File: src/logic/cfgl_defines.vh
// register map, field positions, reset values and counts for the config loader
`ifndef CFGL_DEFINES_VH
`define CFGL_DEFINES_VH

// ----------------------------------------------------------------
// register byte offsets
// ----------------------------------------------------------------
`define CFGL_OFF_CTRL      8'h00
`define CFGL_OFF_STATE     8'h04
`define CFGL_OFF_DL_ADDR   8'h08
`define CFGL_OFF_DL_DATA   8'h0c
`define CFGL_OFF_RD_ADDR   8'h10
`define CFGL_OFF_RD_DATA   8'h14
`define CFGL_OFF_PASSWORD  8'h18
`define CFGL_OFF_KEY       8'h1c
`define CFGL_OFF_VERIFY    8'h20
`define CFGL_OFF_SLOT      8'h24
`define CFGL_OFF_IRQ_STAT  8'h28
`define CFGL_OFF_IRQ_EN    8'h2c
`define CFGL_OFF_IRQ_CLR   8'h30

// ----------------------------------------------------------------
// control register bits (write one to act)
// ----------------------------------------------------------------
`define CFGL_CTL_START     0
`define CFGL_CTL_STOP      1
`define CFGL_CTL_SIM_DONE  2
`define CFGL_CTL_DL_BEGIN  3
`define CFGL_CTL_DL_FINISH 4
`define CFGL_CTL_TO_FLASH  5
`define CFGL_CTL_PROTECT   6

// verify class field inside the read address register
`define CFGL_VFY_CLS_LO    16

// ----------------------------------------------------------------
// interrupt status bits
// ----------------------------------------------------------------
`define CFGL_IRQ_LOAD_DONE 0
`define CFGL_IRQ_DL_DONE   1
`define CFGL_IRQ_WEAR      2
`define CFGL_IRQ_DENIED    3
`define CFGL_IRQ_MISMATCH  4
`define CFGL_IRQ_COMM_ERR  5
`define CFGL_IRQ_WR_FAIL   6
`define CFGL_IRQ_W         7

// ----------------------------------------------------------------
// reset values and counts
// ----------------------------------------------------------------
`define CFGL_RST_SLOT      8'h00
`define CFGL_RST_IRQ_EN    7'h00
`define CFGL_WEAR_LIMIT    16'd10000

`endif

File: src/logic/cfgl_sync3.v
// three-stage pin synchroniser that accepts a change once stages two and three agree
`timescale 1ns/10ps
`default_nettype none
module cfgl_sync3 #(
	parameter WIDTH = 2
) (
	// clock and reset
	input  wire             pclk,
	input  wire             presetn,
	// raw pin level and filtered level
	input  wire [WIDTH-1:0] pin_in,
	output reg  [WIDTH-1:0] level_out
);
	reg [WIDTH-1:0] s1_reg;	// first stage, read only by s2
	reg [WIDTH-1:0] s2_reg;	// second stage
	reg [WIDTH-1:0] s3_reg;	// third stage

	// ------------------------------------------------------------
	// shift chain and agreement filter
	// ------------------------------------------------------------
	always @(posedge pclk or negedge presetn)
	begin
		if (!presetn)
		begin
			s1_reg    <= {WIDTH{1'b0}};
			s2_reg    <= {WIDTH{1'b0}};
			s3_reg    <= {WIDTH{1'b0}};
			level_out <= {WIDTH{1'b0}};
		end
		else
		begin
			s1_reg <= pin_in;
			s2_reg <= s1_reg;
			s3_reg <= s2_reg;
			// bits where two and three agree take the new level
			level_out <= (~(s2_reg ^ s3_reg) & s3_reg) |
				((s2_reg ^ s3_reg) & level_out);
		end
	end
endmodule // cfgl_sync3
`default_nettype wire

File: src/logic/cfgl_wear.v
// flash write counter with an endurance limit and an over-limit error pulse
`timescale 1ns/10ps
`default_nettype none
`include "cfgl_defines.vh"
module cfgl_wear #(
	parameter [15:0] LIMIT = `CFGL_WEAR_LIMIT
) (
	// clock and reset
	input  wire        pclk,
	input  wire        presetn,
	// one pulse per flash write
	input  wire        inc,
	// running count and error pulse
	output reg  [15:0] count,
	output reg         over_err
);
	// ------------------------------------------------------------
	// count, saturating, and flag each write past the limit
	// ------------------------------------------------------------
	always @(posedge pclk or negedge presetn)
	begin
		if (!presetn)
		begin
			count    <= 16'h0000;
			over_err <= 1'b0;
		end
		else
		begin
			over_err <= 1'b0;
			if (inc)
			begin
				if (count != 16'hffff)
					count <= count + 16'h0001;
				// the write still goes through; only an error is raised
				if (count >= LIMIT)
					over_err <= 1'b1;
			end
		end
	end
endmodule // cfgl_wear
`default_nettype wire

File: src/logic/cfgl_top.v
// run/stop control and configuration image loading for the user logic
//
// The implementer's own choices: the APB interface to the registers and the placing of the registers.
`timescale 1ns/10ps
`default_nettype none
`include "cfgl_defines.vh"
// What this block does
// - power-up copies flash image into execution memory
// - logic stays stopped after power-up
// - simulation end leaves logic stopped
// - download while running halts, stores, then resumes
// - download while stopped keeps logic stopped
// - download targets execution memory or both
// - writes past flash limit flag error, still accepted
// - protected image reads need matching password
// - verify compares flash image, reports per class
// - entering stop clears counter timer counts
// - running flag high exactly while logic runs
// - last run or stop command wins, except a host run during a download
// - tool start overrides held host halt request
// - tool stop overrides held host run request
// - slot address mismatch ends access with error
module cfgl_top #(
	parameter AW = 6,	// execution and flash depth is 2**AW words
	parameter [15:0] WEAR_LIMIT = `CFGL_WEAR_LIMIT
) (
	// apb slave
	input  wire        pclk,
	input  wire        presetn,
	input  wire        psel,
	input  wire        penable,
	input  wire        pwrite,
	input  wire [7:0]  paddr,
	input  wire [31:0] pwdata,
	output reg  [31:0] prdata,
	output reg         pready,
	output reg         pslverr,
	// host controller pins
	input  wire        logic_run_request,
	input  wire        logic_halt_request,
	input  wire [7:0]  host_slot_addr,
	output reg         logic_running_flag,
	// user logic side
	output reg         logic_enable,
	output reg         counter_clear,
	// interrupt
	output reg         irq
);
	// ------------------------------------------------------------
	// states
	// ------------------------------------------------------------
	localparam [1:0] ST_LOAD = 2'b00;	// power-up copy
	localparam [1:0] ST_IDLE = 2'b01;	// normal operation
	localparam [1:0] ST_DL   = 2'b10;	// download open

	// address match helper
	function hit;
		input [7:0] a;
		input [7:0] off;
		begin
			hit = (a == off);
		end
	endfunction

	// ------------------------------------------------------------
	// storage and state
	// ------------------------------------------------------------
	reg [31:0]   exec_mem  [0:(1<<AW)-1];	// execution memory
	reg [31:0]   flash_mem [0:(1<<AW)-1];	// non-volatile image
	reg [1:0]    state_reg;	// sequencer state
	reg [1:0]    state_next;
	reg          running_reg;	// user logic running
	reg          running_next;
	reg          resume_reg;	// restart after download
	reg          resume_next;
	reg          to_flash_reg;	// current download also hits flash
	reg          to_flash_next;
	reg          prot_pend_reg;	// protect bit for open download
	reg          prot_pend_next;
	reg          protect_reg;	// stored image is protected
	reg          protect_next;
	reg          unlocked_reg;	// matching key supplied
	reg          unlocked_next;
	reg [AW-1:0] load_idx_reg;	// power-up copy index
	reg [AW-1:0] dl_addr_reg;	// download word address
	reg [AW-1:0] rd_addr_reg;	// read and verify address
	reg [1:0]    vfy_cls_reg;	// verify class select
	reg [2:0]    vfy_mis_reg;	// per-class mismatch
	reg [31:0]   pw_reg;	// stored password
	reg [7:0]    slot_reg;	// tool-side slot address
	reg [6:0]    irq_stat_reg;	// sticky events
	reg [6:0]    irq_en_reg;	// interrupt enables
	reg [1:0]    host_prev_reg;	// previous synced host levels
	reg [6:0]    evt;	// events this cycle

	wire [1:0]   host_lvl;	// synced run/halt levels
	wire [15:0]  wear_count;	// flash writes so far
	wire         wear_err;	// write past the limit

	// ------------------------------------------------------------
	// bus phase decode
	// ------------------------------------------------------------
	wire acc      = psel & penable;
	wire done     = acc & pready;	// completing edge
	wire wr_done  = done & pwrite;
	wire rd_done  = done & ~pwrite;
	wire wr_ctrl  = wr_done & hit(paddr, `CFGL_OFF_CTRL);
	wire wr_dl    = wr_done & hit(paddr, `CFGL_OFF_DL_DATA);
	wire wr_vfy   = wr_done & hit(paddr, `CFGL_OFF_VERIFY);
	wire rd_data  = rd_done & hit(paddr, `CFGL_OFF_RD_DATA);
	wire locked   = protect_reg & ~unlocked_reg;
	wire [31:0] fl_word = flash_mem[rd_addr_reg];

	// tool and host commands
	wire tool_start = wr_ctrl & pwdata[`CFGL_CTL_START];
	wire tool_stop  = wr_ctrl & (pwdata[`CFGL_CTL_STOP] | pwdata[`CFGL_CTL_SIM_DONE]);
	wire dl_begin   = wr_ctrl & pwdata[`CFGL_CTL_DL_BEGIN];
	wire dl_finish  = wr_ctrl & pwdata[`CFGL_CTL_DL_FINISH];
	wire host_run   = host_lvl[0] & ~host_prev_reg[0];
	wire host_halt  = host_lvl[1] & ~host_prev_reg[1];
	wire start_evt  = tool_start | host_run;
	wire stop_evt   = tool_stop | host_halt;

	// ------------------------------------------------------------
	// children
	// ------------------------------------------------------------
	cfgl_sync3 #(
		.WIDTH     (2)
	) u_sync (
		.pclk      (pclk),
		.presetn   (presetn),
		.pin_in    ({logic_halt_request, logic_run_request}),
		.level_out (host_lvl)
	);

	cfgl_wear #(
		.LIMIT     (WEAR_LIMIT)
	) u_wear (
		.pclk      (pclk),
		.presetn   (presetn),
		.inc       ((state_reg == ST_DL) & dl_finish & to_flash_reg),
		.count     (wear_count),
		.over_err  (wear_err)
	);

	// ------------------------------------------------------------
	// sequencer and run/stop decision
	// ------------------------------------------------------------
	always @*
	begin
		state_next     = state_reg;
		running_next   = running_reg;
		resume_next    = resume_reg;
		to_flash_next  = to_flash_reg;
		prot_pend_next = prot_pend_reg;
		protect_next   = protect_reg;
		unlocked_next  = unlocked_reg;
		evt            = 7'h00;
		evt[`CFGL_IRQ_WEAR] = wear_err;
		case (state_reg)
			ST_LOAD:
			begin
				// logic held stopped while the image is copied
				running_next = 1'b0;
				if (load_idx_reg == {AW{1'b1}})
				begin
					state_next = ST_IDLE;
					evt[`CFGL_IRQ_LOAD_DONE] = 1'b1;
				end
			end
			ST_IDLE:
			begin
				// stop wins a same-cycle tie, otherwise last command counts
				if (stop_evt)
					running_next = 1'b0;
				else if (start_evt)
					running_next = 1'b1;
				if (dl_begin)
				begin
					if (slot_reg != host_slot_addr)
						evt[`CFGL_IRQ_COMM_ERR] = 1'b1;
					else
					begin
						state_next     = ST_DL;
						resume_next    = running_reg;
						running_next   = 1'b0;
						to_flash_next  = pwdata[`CFGL_CTL_TO_FLASH];
						prot_pend_next = pwdata[`CFGL_CTL_PROTECT];
					end
				end
			end
			ST_DL:
			begin
				running_next = 1'b0;
				// tool commands and host halt during the download only change what follows it; host run flags a write failure
				if (stop_evt)
					resume_next = 1'b0;
				else if (tool_start)
					resume_next = 1'b1;
				if (host_run)
					evt[`CFGL_IRQ_WR_FAIL] = 1'b1;
				if (dl_finish)
				begin
					state_next   = ST_IDLE;
					running_next = resume_reg & ~stop_evt;
					evt[`CFGL_IRQ_DL_DONE] = 1'b1;
					if (to_flash_reg)
					begin
						protect_next  = prot_pend_reg;
						unlocked_next = 1'b0;
					end
				end
			end
			default:
			begin
				state_next   = ST_IDLE;
				running_next = 1'b0;
			end
		endcase
		// key check for protected reads
		if (wr_done & hit(paddr, `CFGL_OFF_KEY))
			unlocked_next = (pwdata == pw_reg);
		if (rd_data & locked)
			evt[`CFGL_IRQ_DENIED] = 1'b1;
		if (wr_vfy & (pwdata != fl_word))
			evt[`CFGL_IRQ_MISMATCH] = 1'b1;
	end

	// ------------------------------------------------------------
	// control registers
	// ------------------------------------------------------------
	always @(posedge pclk or negedge presetn)
	begin
		if (!presetn)
		begin
			state_reg          <= ST_LOAD;
			running_reg        <= 1'b0;
			resume_reg         <= 1'b0;
			to_flash_reg       <= 1'b0;
			prot_pend_reg      <= 1'b0;
			protect_reg        <= 1'b0;
			unlocked_reg       <= 1'b0;
			host_prev_reg      <= 2'b00;
			logic_running_flag <= 1'b0;
			logic_enable       <= 1'b0;
			counter_clear      <= 1'b0;
		end
		else
		begin
			state_reg          <= state_next;
			running_reg        <= running_next;
			resume_reg         <= resume_next;
			to_flash_reg       <= to_flash_next;
			prot_pend_reg      <= prot_pend_next;
			protect_reg        <= protect_next;
			unlocked_reg       <= unlocked_next;
			host_prev_reg      <= host_lvl;
			logic_running_flag <= running_next;
			logic_enable       <= running_next;
			// one pulse whenever the logic falls into stop
			counter_clear      <= running_reg & ~running_next;
		end
	end

	// ------------------------------------------------------------
	// address counters and software settings
	// ------------------------------------------------------------
	always @(posedge pclk or negedge presetn)
	begin
		if (!presetn)
		begin
			load_idx_reg <= {AW{1'b0}};
			dl_addr_reg  <= {AW{1'b0}};
			rd_addr_reg  <= {AW{1'b0}};
			vfy_cls_reg  <= 2'b00;
			vfy_mis_reg  <= 3'b000;
			pw_reg       <= 32'h00000000;
			slot_reg     <= `CFGL_RST_SLOT;
			irq_en_reg   <= `CFGL_RST_IRQ_EN;
		end
		else
		begin
			if (state_reg == ST_LOAD)
				load_idx_reg <= load_idx_reg + 1'b1;
			// download address, auto-advancing per data word
			if (wr_done & hit(paddr, `CFGL_OFF_DL_ADDR))
				dl_addr_reg <= pwdata[AW-1:0];
			else if (wr_dl & (state_reg == ST_DL))
				dl_addr_reg <= dl_addr_reg + 1'b1;
			// read/verify address also selects class and clears results
			if (wr_done & hit(paddr, `CFGL_OFF_RD_ADDR))
			begin
				rd_addr_reg <= pwdata[AW-1:0];
				vfy_cls_reg <= pwdata[`CFGL_VFY_CLS_LO+1:`CFGL_VFY_CLS_LO];
				vfy_mis_reg <= 3'b000;
			end
			else if (rd_data | wr_vfy)
				rd_addr_reg <= rd_addr_reg + 1'b1;
			// connections, settings and user addresses each tracked
			if (wr_vfy & (pwdata != fl_word) & (vfy_cls_reg != 2'b11))
				vfy_mis_reg[vfy_cls_reg] <= 1'b1;
			if (wr_done & hit(paddr, `CFGL_OFF_PASSWORD))
				pw_reg <= pwdata;
			if (wr_done & hit(paddr, `CFGL_OFF_SLOT))
				slot_reg <= pwdata[7:0];
			if (wr_done & hit(paddr, `CFGL_OFF_IRQ_EN))
				irq_en_reg <= pwdata[`CFGL_IRQ_W-1:0];
		end
	end

	// ------------------------------------------------------------
	// image memories, no reset
	// ------------------------------------------------------------
	always @(posedge pclk)
	begin
		if (state_reg == ST_LOAD)
			exec_mem[load_idx_reg] <= flash_mem[load_idx_reg];
		else if (wr_dl & (state_reg == ST_DL))
		begin
			exec_mem[dl_addr_reg] <= pwdata;
			if (to_flash_reg)
				flash_mem[dl_addr_reg] <= pwdata;
		end
	end

	// ------------------------------------------------------------
	// interrupt status: set beats clear
	// ------------------------------------------------------------
	always @(posedge pclk or negedge presetn)
	begin
		if (!presetn)
		begin
			irq_stat_reg <= 7'h00;
			irq          <= 1'b0;
		end
		else
		begin
			if (wr_done & hit(paddr, `CFGL_OFF_IRQ_CLR))
				irq_stat_reg <= (irq_stat_reg & ~pwdata[`CFGL_IRQ_W-1:0]) | evt;
			else
				irq_stat_reg <= irq_stat_reg | evt;
			irq <= |(irq_stat_reg & irq_en_reg);
		end
	end

	// ------------------------------------------------------------
	// apb answer: one wait state, data latched in first access cycle
	// ------------------------------------------------------------
	always @(posedge pclk or negedge presetn)
	begin
		if (!presetn)
		begin
			pready  <= 1'b0;
			pslverr <= 1'b0;
			prdata  <= 32'h00000000;
		end
		else
		begin
			pready  <= acc & ~pready;
			pslverr <= 1'b0;
			if (acc & ~pready)
			begin
				prdata <= 32'h00000000;
				case (paddr)
					`CFGL_OFF_CTRL:
						prdata <= {25'h0, protect_reg, to_flash_reg, 5'h00};
					`CFGL_OFF_STATE:
						prdata <= {wear_count, 9'h000, vfy_mis_reg, protect_reg,
							state_reg == ST_DL, state_reg == ST_LOAD, running_reg};
					`CFGL_OFF_DL_ADDR:
						prdata[AW-1:0] <= dl_addr_reg;
					`CFGL_OFF_RD_ADDR:
						prdata <= {14'h0, vfy_cls_reg, {(16-AW){1'b0}}, rd_addr_reg};
					`CFGL_OFF_RD_DATA:
						prdata <= locked ? 32'h00000000 : fl_word;
					`CFGL_OFF_SLOT:
						prdata[7:0] <= slot_reg;
					`CFGL_OFF_IRQ_STAT:
						prdata[`CFGL_IRQ_W-1:0] <= irq_stat_reg;
					`CFGL_OFF_IRQ_EN:
						prdata[`CFGL_IRQ_W-1:0] <= irq_en_reg;
					`CFGL_OFF_DL_DATA, `CFGL_OFF_PASSWORD, `CFGL_OFF_KEY,
					`CFGL_OFF_VERIFY, `CFGL_OFF_IRQ_CLR:
						prdata <= 32'h00000000;	// write-only
					default:
						pslverr <= 1'b1;	// unmapped
				endcase
				// refused tool download start answers with an error
				if (pwrite & hit(paddr, `CFGL_OFF_CTRL) & pwdata[`CFGL_CTL_DL_BEGIN] &
					(state_reg == ST_IDLE) & (slot_reg != host_slot_addr))
					pslverr <= 1'b1;
			end
		end
	end
endmodule // cfgl_top
`default_nettype wire

File: config.mk
export PLATFORM = sky130hd
export DESIGN_NAME = cfgl_top
export DESIGN_NICKNAME = d
export VERILOG_FILES = /design/src/logic/cfgl_sync3.v /design/src/logic/cfgl_wear.v /design/src/logic/cfgl_top.v
export VERILOG_INCLUDE_DIRS = /design/src /design/src/logic
export SDC_FILE = /design/constraint.sdc
export NUM_CORES = 2
export LEC_CHECK = 0
export BUFFER_PORTS_ARGS = -buffer_cell sky130_fd_sc_hd__buf_2
export CAP_MARGIN = 20
export CORE_UTILIZATION = 63
export CTS_CLUSTER_DIAMETER = 200
export DETAILED_ROUTE_END_ITERATION = 7
export PLACE_DENSITY = 0.79
export SYNTH_ARGS = -nofsm -noshare
export SYNTH_HDL_FRONTEND = slang
export SYNTH_SLANG_ARGS = --single-unit
File: constraint.sdc
create_clock -name pclk -period 7.1 [get_ports pclk]
set_clock_uncertainty 0.05 [all_clocks]
set_input_delay 1.42 -clock pclk [delete_from_list [all_inputs] [get_ports pclk]]
set_output_delay 1.42 -clock pclk [all_outputs]
set_load 0.1 [all_outputs]
# Yosys cells after proc, flatten, opt, wreduce, memory -nomap -nowiden
# Memories as Yosys holds them, arrays and structs flattened.
# Index checks and enable logic that the tools add are counted.
# op_classes
shifts	0
div_mod_pow	0
mul	0
n_addsub	4
bitwise	58
reduce_logical	17
n_mux	54
eq_ne	25
order_cmp	3
# ops
operator	n
$pmux W24 S3	1
$pmux W6 S8	1
$eq A8 B6 Y1 const B	5
$and A1 B1 Y1	35
$mux W1	34
$eq A32 B32 Y1	1
$eq A8 B5 Y1 const B	4
$mux W32	1
$ne A32 B32 Y1	1
$mux W6	4
$add A6 B1 Y6 const B	3
$add A16 B1 Y16 const B	1
$eq A8 B4 Y1 const B	2
$ge A16 B14 Y1 const B	1
$ne A16 B16 Y1 const B	1
$and A7 B7 Y7	2
$or A7 B7 Y7	2
$reduce_or A13 Y1	1
$reduce_bool A2 Y1	6
$ne A2 B2 Y1 const B	5
$reduce_and A3 Y1	3
$eq A8 B3 Y1 const B	1
$logic_not A8 Y1	1
$mux W2	4
26 further kinds	41
# totals
rom_bits	0
elab_cells	190
output_inout_bits	38
memories	1
mem_bits_rw	2048
inputBits	55
latch_bits	0
ff_bits	148
# mem_list
name	depth	width	rd	rd_ports_with_merged_regs	write_ports	line	source
flash_mem	64	32	1	0	1	cfgl_top.v:69	reg [31:0] flash_mem [0:(1<<AW)-1];

# Depth between registers and ports, before layout
# logic_depth
depth_word	13
depth_mapped	15

# Modules after synthesis
# From an unflattened synthesis, not the netlist that was laid out.
# unflattened
hier_cells	4371
hier_area_um2	86698.2
# by_module_without_submodules
module	area_each_um2	instances	seq_area_each_um2	cells_per_inst
cfgl_top	85594.6	1	64576.9	4281
cfgl_wear	880.8	1	425.4	80
cfgl_sync3	222.7	1	200.2	10

# Worst setup path before layout
# Ideal clock, no wire load.
# synth_timing
path_type	input to register
from	in paddr[4]
to	mem flash_mem[16][0] (enable)
t_arrival_ps	5300
path_slack_ps	1289
path_buffers	0
setup_ps	461
stages	7
cell_sequence	nor3_1 -> nand2b_1 -> or4b_2 -> nor3b_1 -> and2_1 -> nand2_1 -> nor3_1
# synth_between
elab_chain_len	6
# synth_lines
item	line	source
from (decl)	cfgl_top.v:33	input wire [7:0] paddr,
$eq A8 B4 Y1	cfgl_top.v:61	hit = (a == off);
$and A1 B1 Y1	cfgl_top.v:108	wire wr_dl = wr_done & hit(paddr, `CFGL_OFF_DL_DATA);
$and A1 B1 Y1	cfgl_top.v:318	else if (wr_dl & (state_reg == ST_DL))
$mux W1	cfgl_top.v:318	
$mux W1	cfgl_top.v:316	if (state_reg == ST_LOAD)
$mux W1 (implied by the code)	cfgl_top.v:322	flash_mem[dl_addr_reg] <= pwdata;
to (decl)	cfgl_top.v:69	
# Every way passes these cells.

# Worst setup path after layout
# layout_timing
from	reg rd_addr_reg[0]
to	reg vfy_mis_reg[2]
# layout_between
elab_chain_len	5
# layout_lines
item	line	source
from (decl)	cfgl_top.v:86	reg [AW-1:0] rd_addr_reg;
from (signal assigned)	cfgl_top.v:274	rd_addr_reg <= {AW{1'b0}};
from (signal assigned)	cfgl_top.v:293	rd_addr_reg <= pwdata[AW-1:0];
from (signal assigned)	cfgl_top.v:298	rd_addr_reg <= rd_addr_reg + 1'b1;
$mem_v2 Z64 W32	n/a	
$ne A32 B32 Y1	cfgl_top.v:300	if (wr_vfy & (pwdata != fl_word) & (vfy_cls_reg != 2'b11))
$and A1 B1 Y1 (2 in series)	cfgl_top.v:300	
$mux W3	cfgl_top.v:300	
to (signal assigned)	cfgl_top.v:276	vfy_mis_reg <= 3'b000;
to (signal assigned)	cfgl_top.v:295	vfy_mis_reg <= 3'b000;
to (signal, indexed assignment)	cfgl_top.v:301	vfy_mis_reg[vfy_cls_reg] <= 1'b1;
to (decl)	cfgl_top.v:88	reg [2:0] vfy_mis_reg;
# Every way passes these cells.
# A chain may end at the register's enable or synchronous reset.

==> results.json <==
{
  "synth_sequential_area_ratio_pct": 75.28,
  "clkPwrFrac_pct": 42.5,
  "viasPerCell": 7.370,
  "netlist_top_cells_count": "2048 x edfxtp_1, 406 x mux4_2, 253 x mux2i_1",
  "worst_pin_slew_ns": 1.395,
  "hold_class": "register to register",
  "rsz0062_at_grt": "false",
  "cts_max_level": 4,
  "p_switching_uw": 5449,
  "cts_tree": "done",
  "post-synth-top-count-cell": "edfxtp_1",
  "p_int_uw": 20410,
  "ioPinCount": 93,
  "fillers": 7565,
  "synth_cells": 4333,
  "netlist_area_um2": 86610,
  "path_max_fanout": 72,
  "final_nets": 4663,
  "postCtsHoldBufs": 0,
  "drive_gt1_share_pct": 25.58,
  "synth_top_area_share_pct": 71.01,
  "max-slew-margin-rel_pct": 6.992,
  "pwr_density_cell_nw_per_um2": 266.5,
  "synthAdderAreaFrac_pct": 0.1387,
  "synthToLayoutAreaGrowth_pct": 12.05,
  "setup.worst_path.end_class": "register",
  "wl_mm": 261.0,
  "worstReg2RegStart": "rd_addr_reg[0]$_DFFE_PN0P_",
  "outcome": "finished, final reports clean",
  "grt_usage_pct": 37.67,
  "cts.clk_slew.worst_paths_ns": 0.06,
  "synth_compound_area_share_pct": 4.023,
  "cp_data_arrival_time_ns": 6.38,
  "period_needed_ns": 5.712,
  "cts_buffers": 206,
  "r2r-end": "vfy_mis_reg[2]$_DFF_PN0_",
  "sw_frac_of_total_pct": 21.07,
  "post_cts_buffers": 0,
  "avgSynthCellArea_um2": 19.99,
  "crit_path_end": "vfy_mis_reg[2]$_DFF_PN0_",
  "critPathLaunchType": "register",
  "ys_types": 79,
  "finalHoldViolations": 0,
  "grt_max_degree": 93,
  "synth.area.top_cells": "edfxtp_1 71%, mux4_2 11%, dfrtp_1 4.3%",
  "clk_path_buf_depth": 3,
  "pwr-share-comb_pct": 2.8,
  "post_cts_resized": 0,
  "cap_violations": 0,
  "worst-r2r-setup-slack_ns": 1.39,
  "synthFlopType": "edfxtp_1",
  "final_util_pct": 71.37,
  "ys_async_sr_fraction_pct": 6.740,
  "start_util_pct": 63.69,
  "dr.pass1.iters": 8,
  "setup_viol": 0,
  "synth_top_family_by_area": "multiplexers",
  "required_ns": 7.77,
  "ant_nets": 0,
  "via_count": 48440,
  "tns_ns": 0,
  "synth_mux_area_share_pct": 15.05,
  "cts-root-buf": "clkbuf_16",
  "grt_pass1_vias": 46510,
  "num_rows": 135,
  "clock_latency_ns": 0.86,
  "synth_edf_count": 2048,
  "cts.sinks": 2196,
  "synth_top_cell_by_area": "edfxtp_1",
  "fin_crit_sh_pct": 80.45,
  "overflow": 0,
  "port-buffer-count": 92,
  "critPathKind": "register to register",
  "syn_nets": 4396,
  "place_hpwl_mm": 158.7,
  "largest_register_ffs": 2048,
  "drc": 0,
  "die_y_um": 372.8,
  "cp-startpoint": "rd_addr_reg[0]$_DFFE_PN0P_",
  "irDropWorstVdd_mv": 0.2425,
  "grt_pass1_wl_mm": 359.3,
  "synth_xor_area_share_pct": 0.9809,
  "dieWidth_um": 372.8,
  "initialDrtViolationCount": 9252,
  "slew_viol_final": 0,
  "pwr-share-seq_pct": 54.8,
  "clock.fmax_mhz": 175.1,
  "synth-simple-area-share_pct": 2.853,
  "synth_seq_cells": 2196,
  "antenna_found_initial": 26,
  "avgRoutedWirePerCell_um": 39.71,
  "finalPower_uw": 25860,
  "core_um2": 136000,
  "p_leak_uw": 0.03085,
  "place_congestion": 0.9971,
  "dieArea_um2": 139000,
  "rr_worst_depth": 10,
  "ys_warn_count": 0
}
[cell families (layout without fill, tap and decap cells)]
group                    Yosys count  count (layout)
AO/OA/AOI/OAI                    484             484
XOR/XNOR                          97              97
adder cells (fa/ha/maj)           10              10
buffers and inverters            257             698
flip-flops                      2196            2196
multiplexers                     780             780
other                              0              18
AND/OR/NAND/NOR                  509             509
[layer usage]
layer	share of wire [%]	GRT usage, %	up-vias
li1	-	-	18480
met2	43	53.91	4646
met1	33	51.11	24470
met5	0.061	0	-
met4	6.4	19.60	18
met3	17	13.92	835
[cells in the final DEF, fill, tap and decap left out, types with 16 or more instances in the layout]
cell          n
clkbuf_1     48
nor3_1       22
clkinv_2     36
nor2_4       63
buf_4       182
xnor2_1      39
bufinv_16    16
dfrtp_1     142
edfxtp_1   2048
mux4_2      406
nor4_1       16
mux2i_1     253
or3_1        24
nand4_1      21
a22o_1       22
a211oi_1     23
clkinv_1     43
o221ai_1     47
buf_2        90
mux2_2      120
diode_2      18
a22oi_1      67
nand2_1     155
nor2_1       64
a21oi_1      59
buf_12       23
a221oi_1     25
xor2_1       58
o21ai_0      69
nand3_1      44
clkbuf_16   209
o22ai_1      57
[metrics by stage]
step	std cells	hold slack, ns	setup slack (ns)	cell area [um2]
6_report	6573	0.3049	1.388	97040
5_1_grt	6560	0.3249	1.378	97010
4_1_cts	6550	0.3130	2.023	96930
3_5_place_dp	6168	0.2857	1.372	90240
3_3_place_gp	6167	0.2880	1.465	90230
2_1_floorplan	4333	0.2812	1.289	86610
[worst min-delay path by stage]
stage	from	end	slack, ns	cells past startpoint
finish	u_sync.s1_reg[0]$_DFF_PN0_	u_sync.s2_reg[0]$_DFF_PN0_	0.30	0
global route	u_sync.s1_reg[0]$_DFF_PN0_	u_sync.s2_reg[0]$_DFF_PN0_	0.32	0
CTS	u_sync.s1_reg[0]$_DFF_PN0_	u_sync.s2_reg[0]$_DFF_PN0_	0.31	0
detailed placement	u_sync.s1_reg[0]$_DFF_PN0_	u_sync.s2_reg[0]$_DFF_PN0_	0.29	0
global placement	u_sync.s1_reg[0]$_DFF_PN0_	u_sync.s2_reg[0]$_DFF_PN0_	0.29	0
floorplan	u_sync.s1_reg[0]$_DFF_PN0_	u_sync.s2_reg[0]$_DFF_PN0_	0.28	0
[critical path, cell delays in order (launching register included)]
cell and delay (ns):
dfrtp_4 0.95, buf_12 0.52, mux4_2 0.61, mux2_2 0.29, a221oi_1 1.12, o22ai_1 0.47
xor2_1 0.25, nor4_1 0.20, nand4_1 0.22, nor4_4 0.59, o21ai_1 0.15
[power groups by stage]
stage	logic, uW	registers [uW]	clock network, uW
floorplan	200	14500	0
CTS	683	14200	11000
global route	713	14200	11500
global placement	661	14400	0
detailed placement	678	14400	0
finish	716	14200	11000
[area by class of cell]
| cell class | count | area (um2) | area share [%] |
|---|---|---|---|
| flip-flops and latches | 2196 | 65220 | 67.21 |
| repair buffers | 299 | 2318 | 2.389 |
| well taps | 1781 | 2228 | 2.296 |
| multi-input cells | 1880 | 20470 | 21.10 |
| clock buffers | 267 | 5548 | 5.717 |
| diodes | 18 | 45.04 | 0.04642 |
| inverters | 17 | 65.06 | 0.06704 |
| clock inverters | 115 | 1145 | 1.180 |
(Power assumes the default switching activity.)
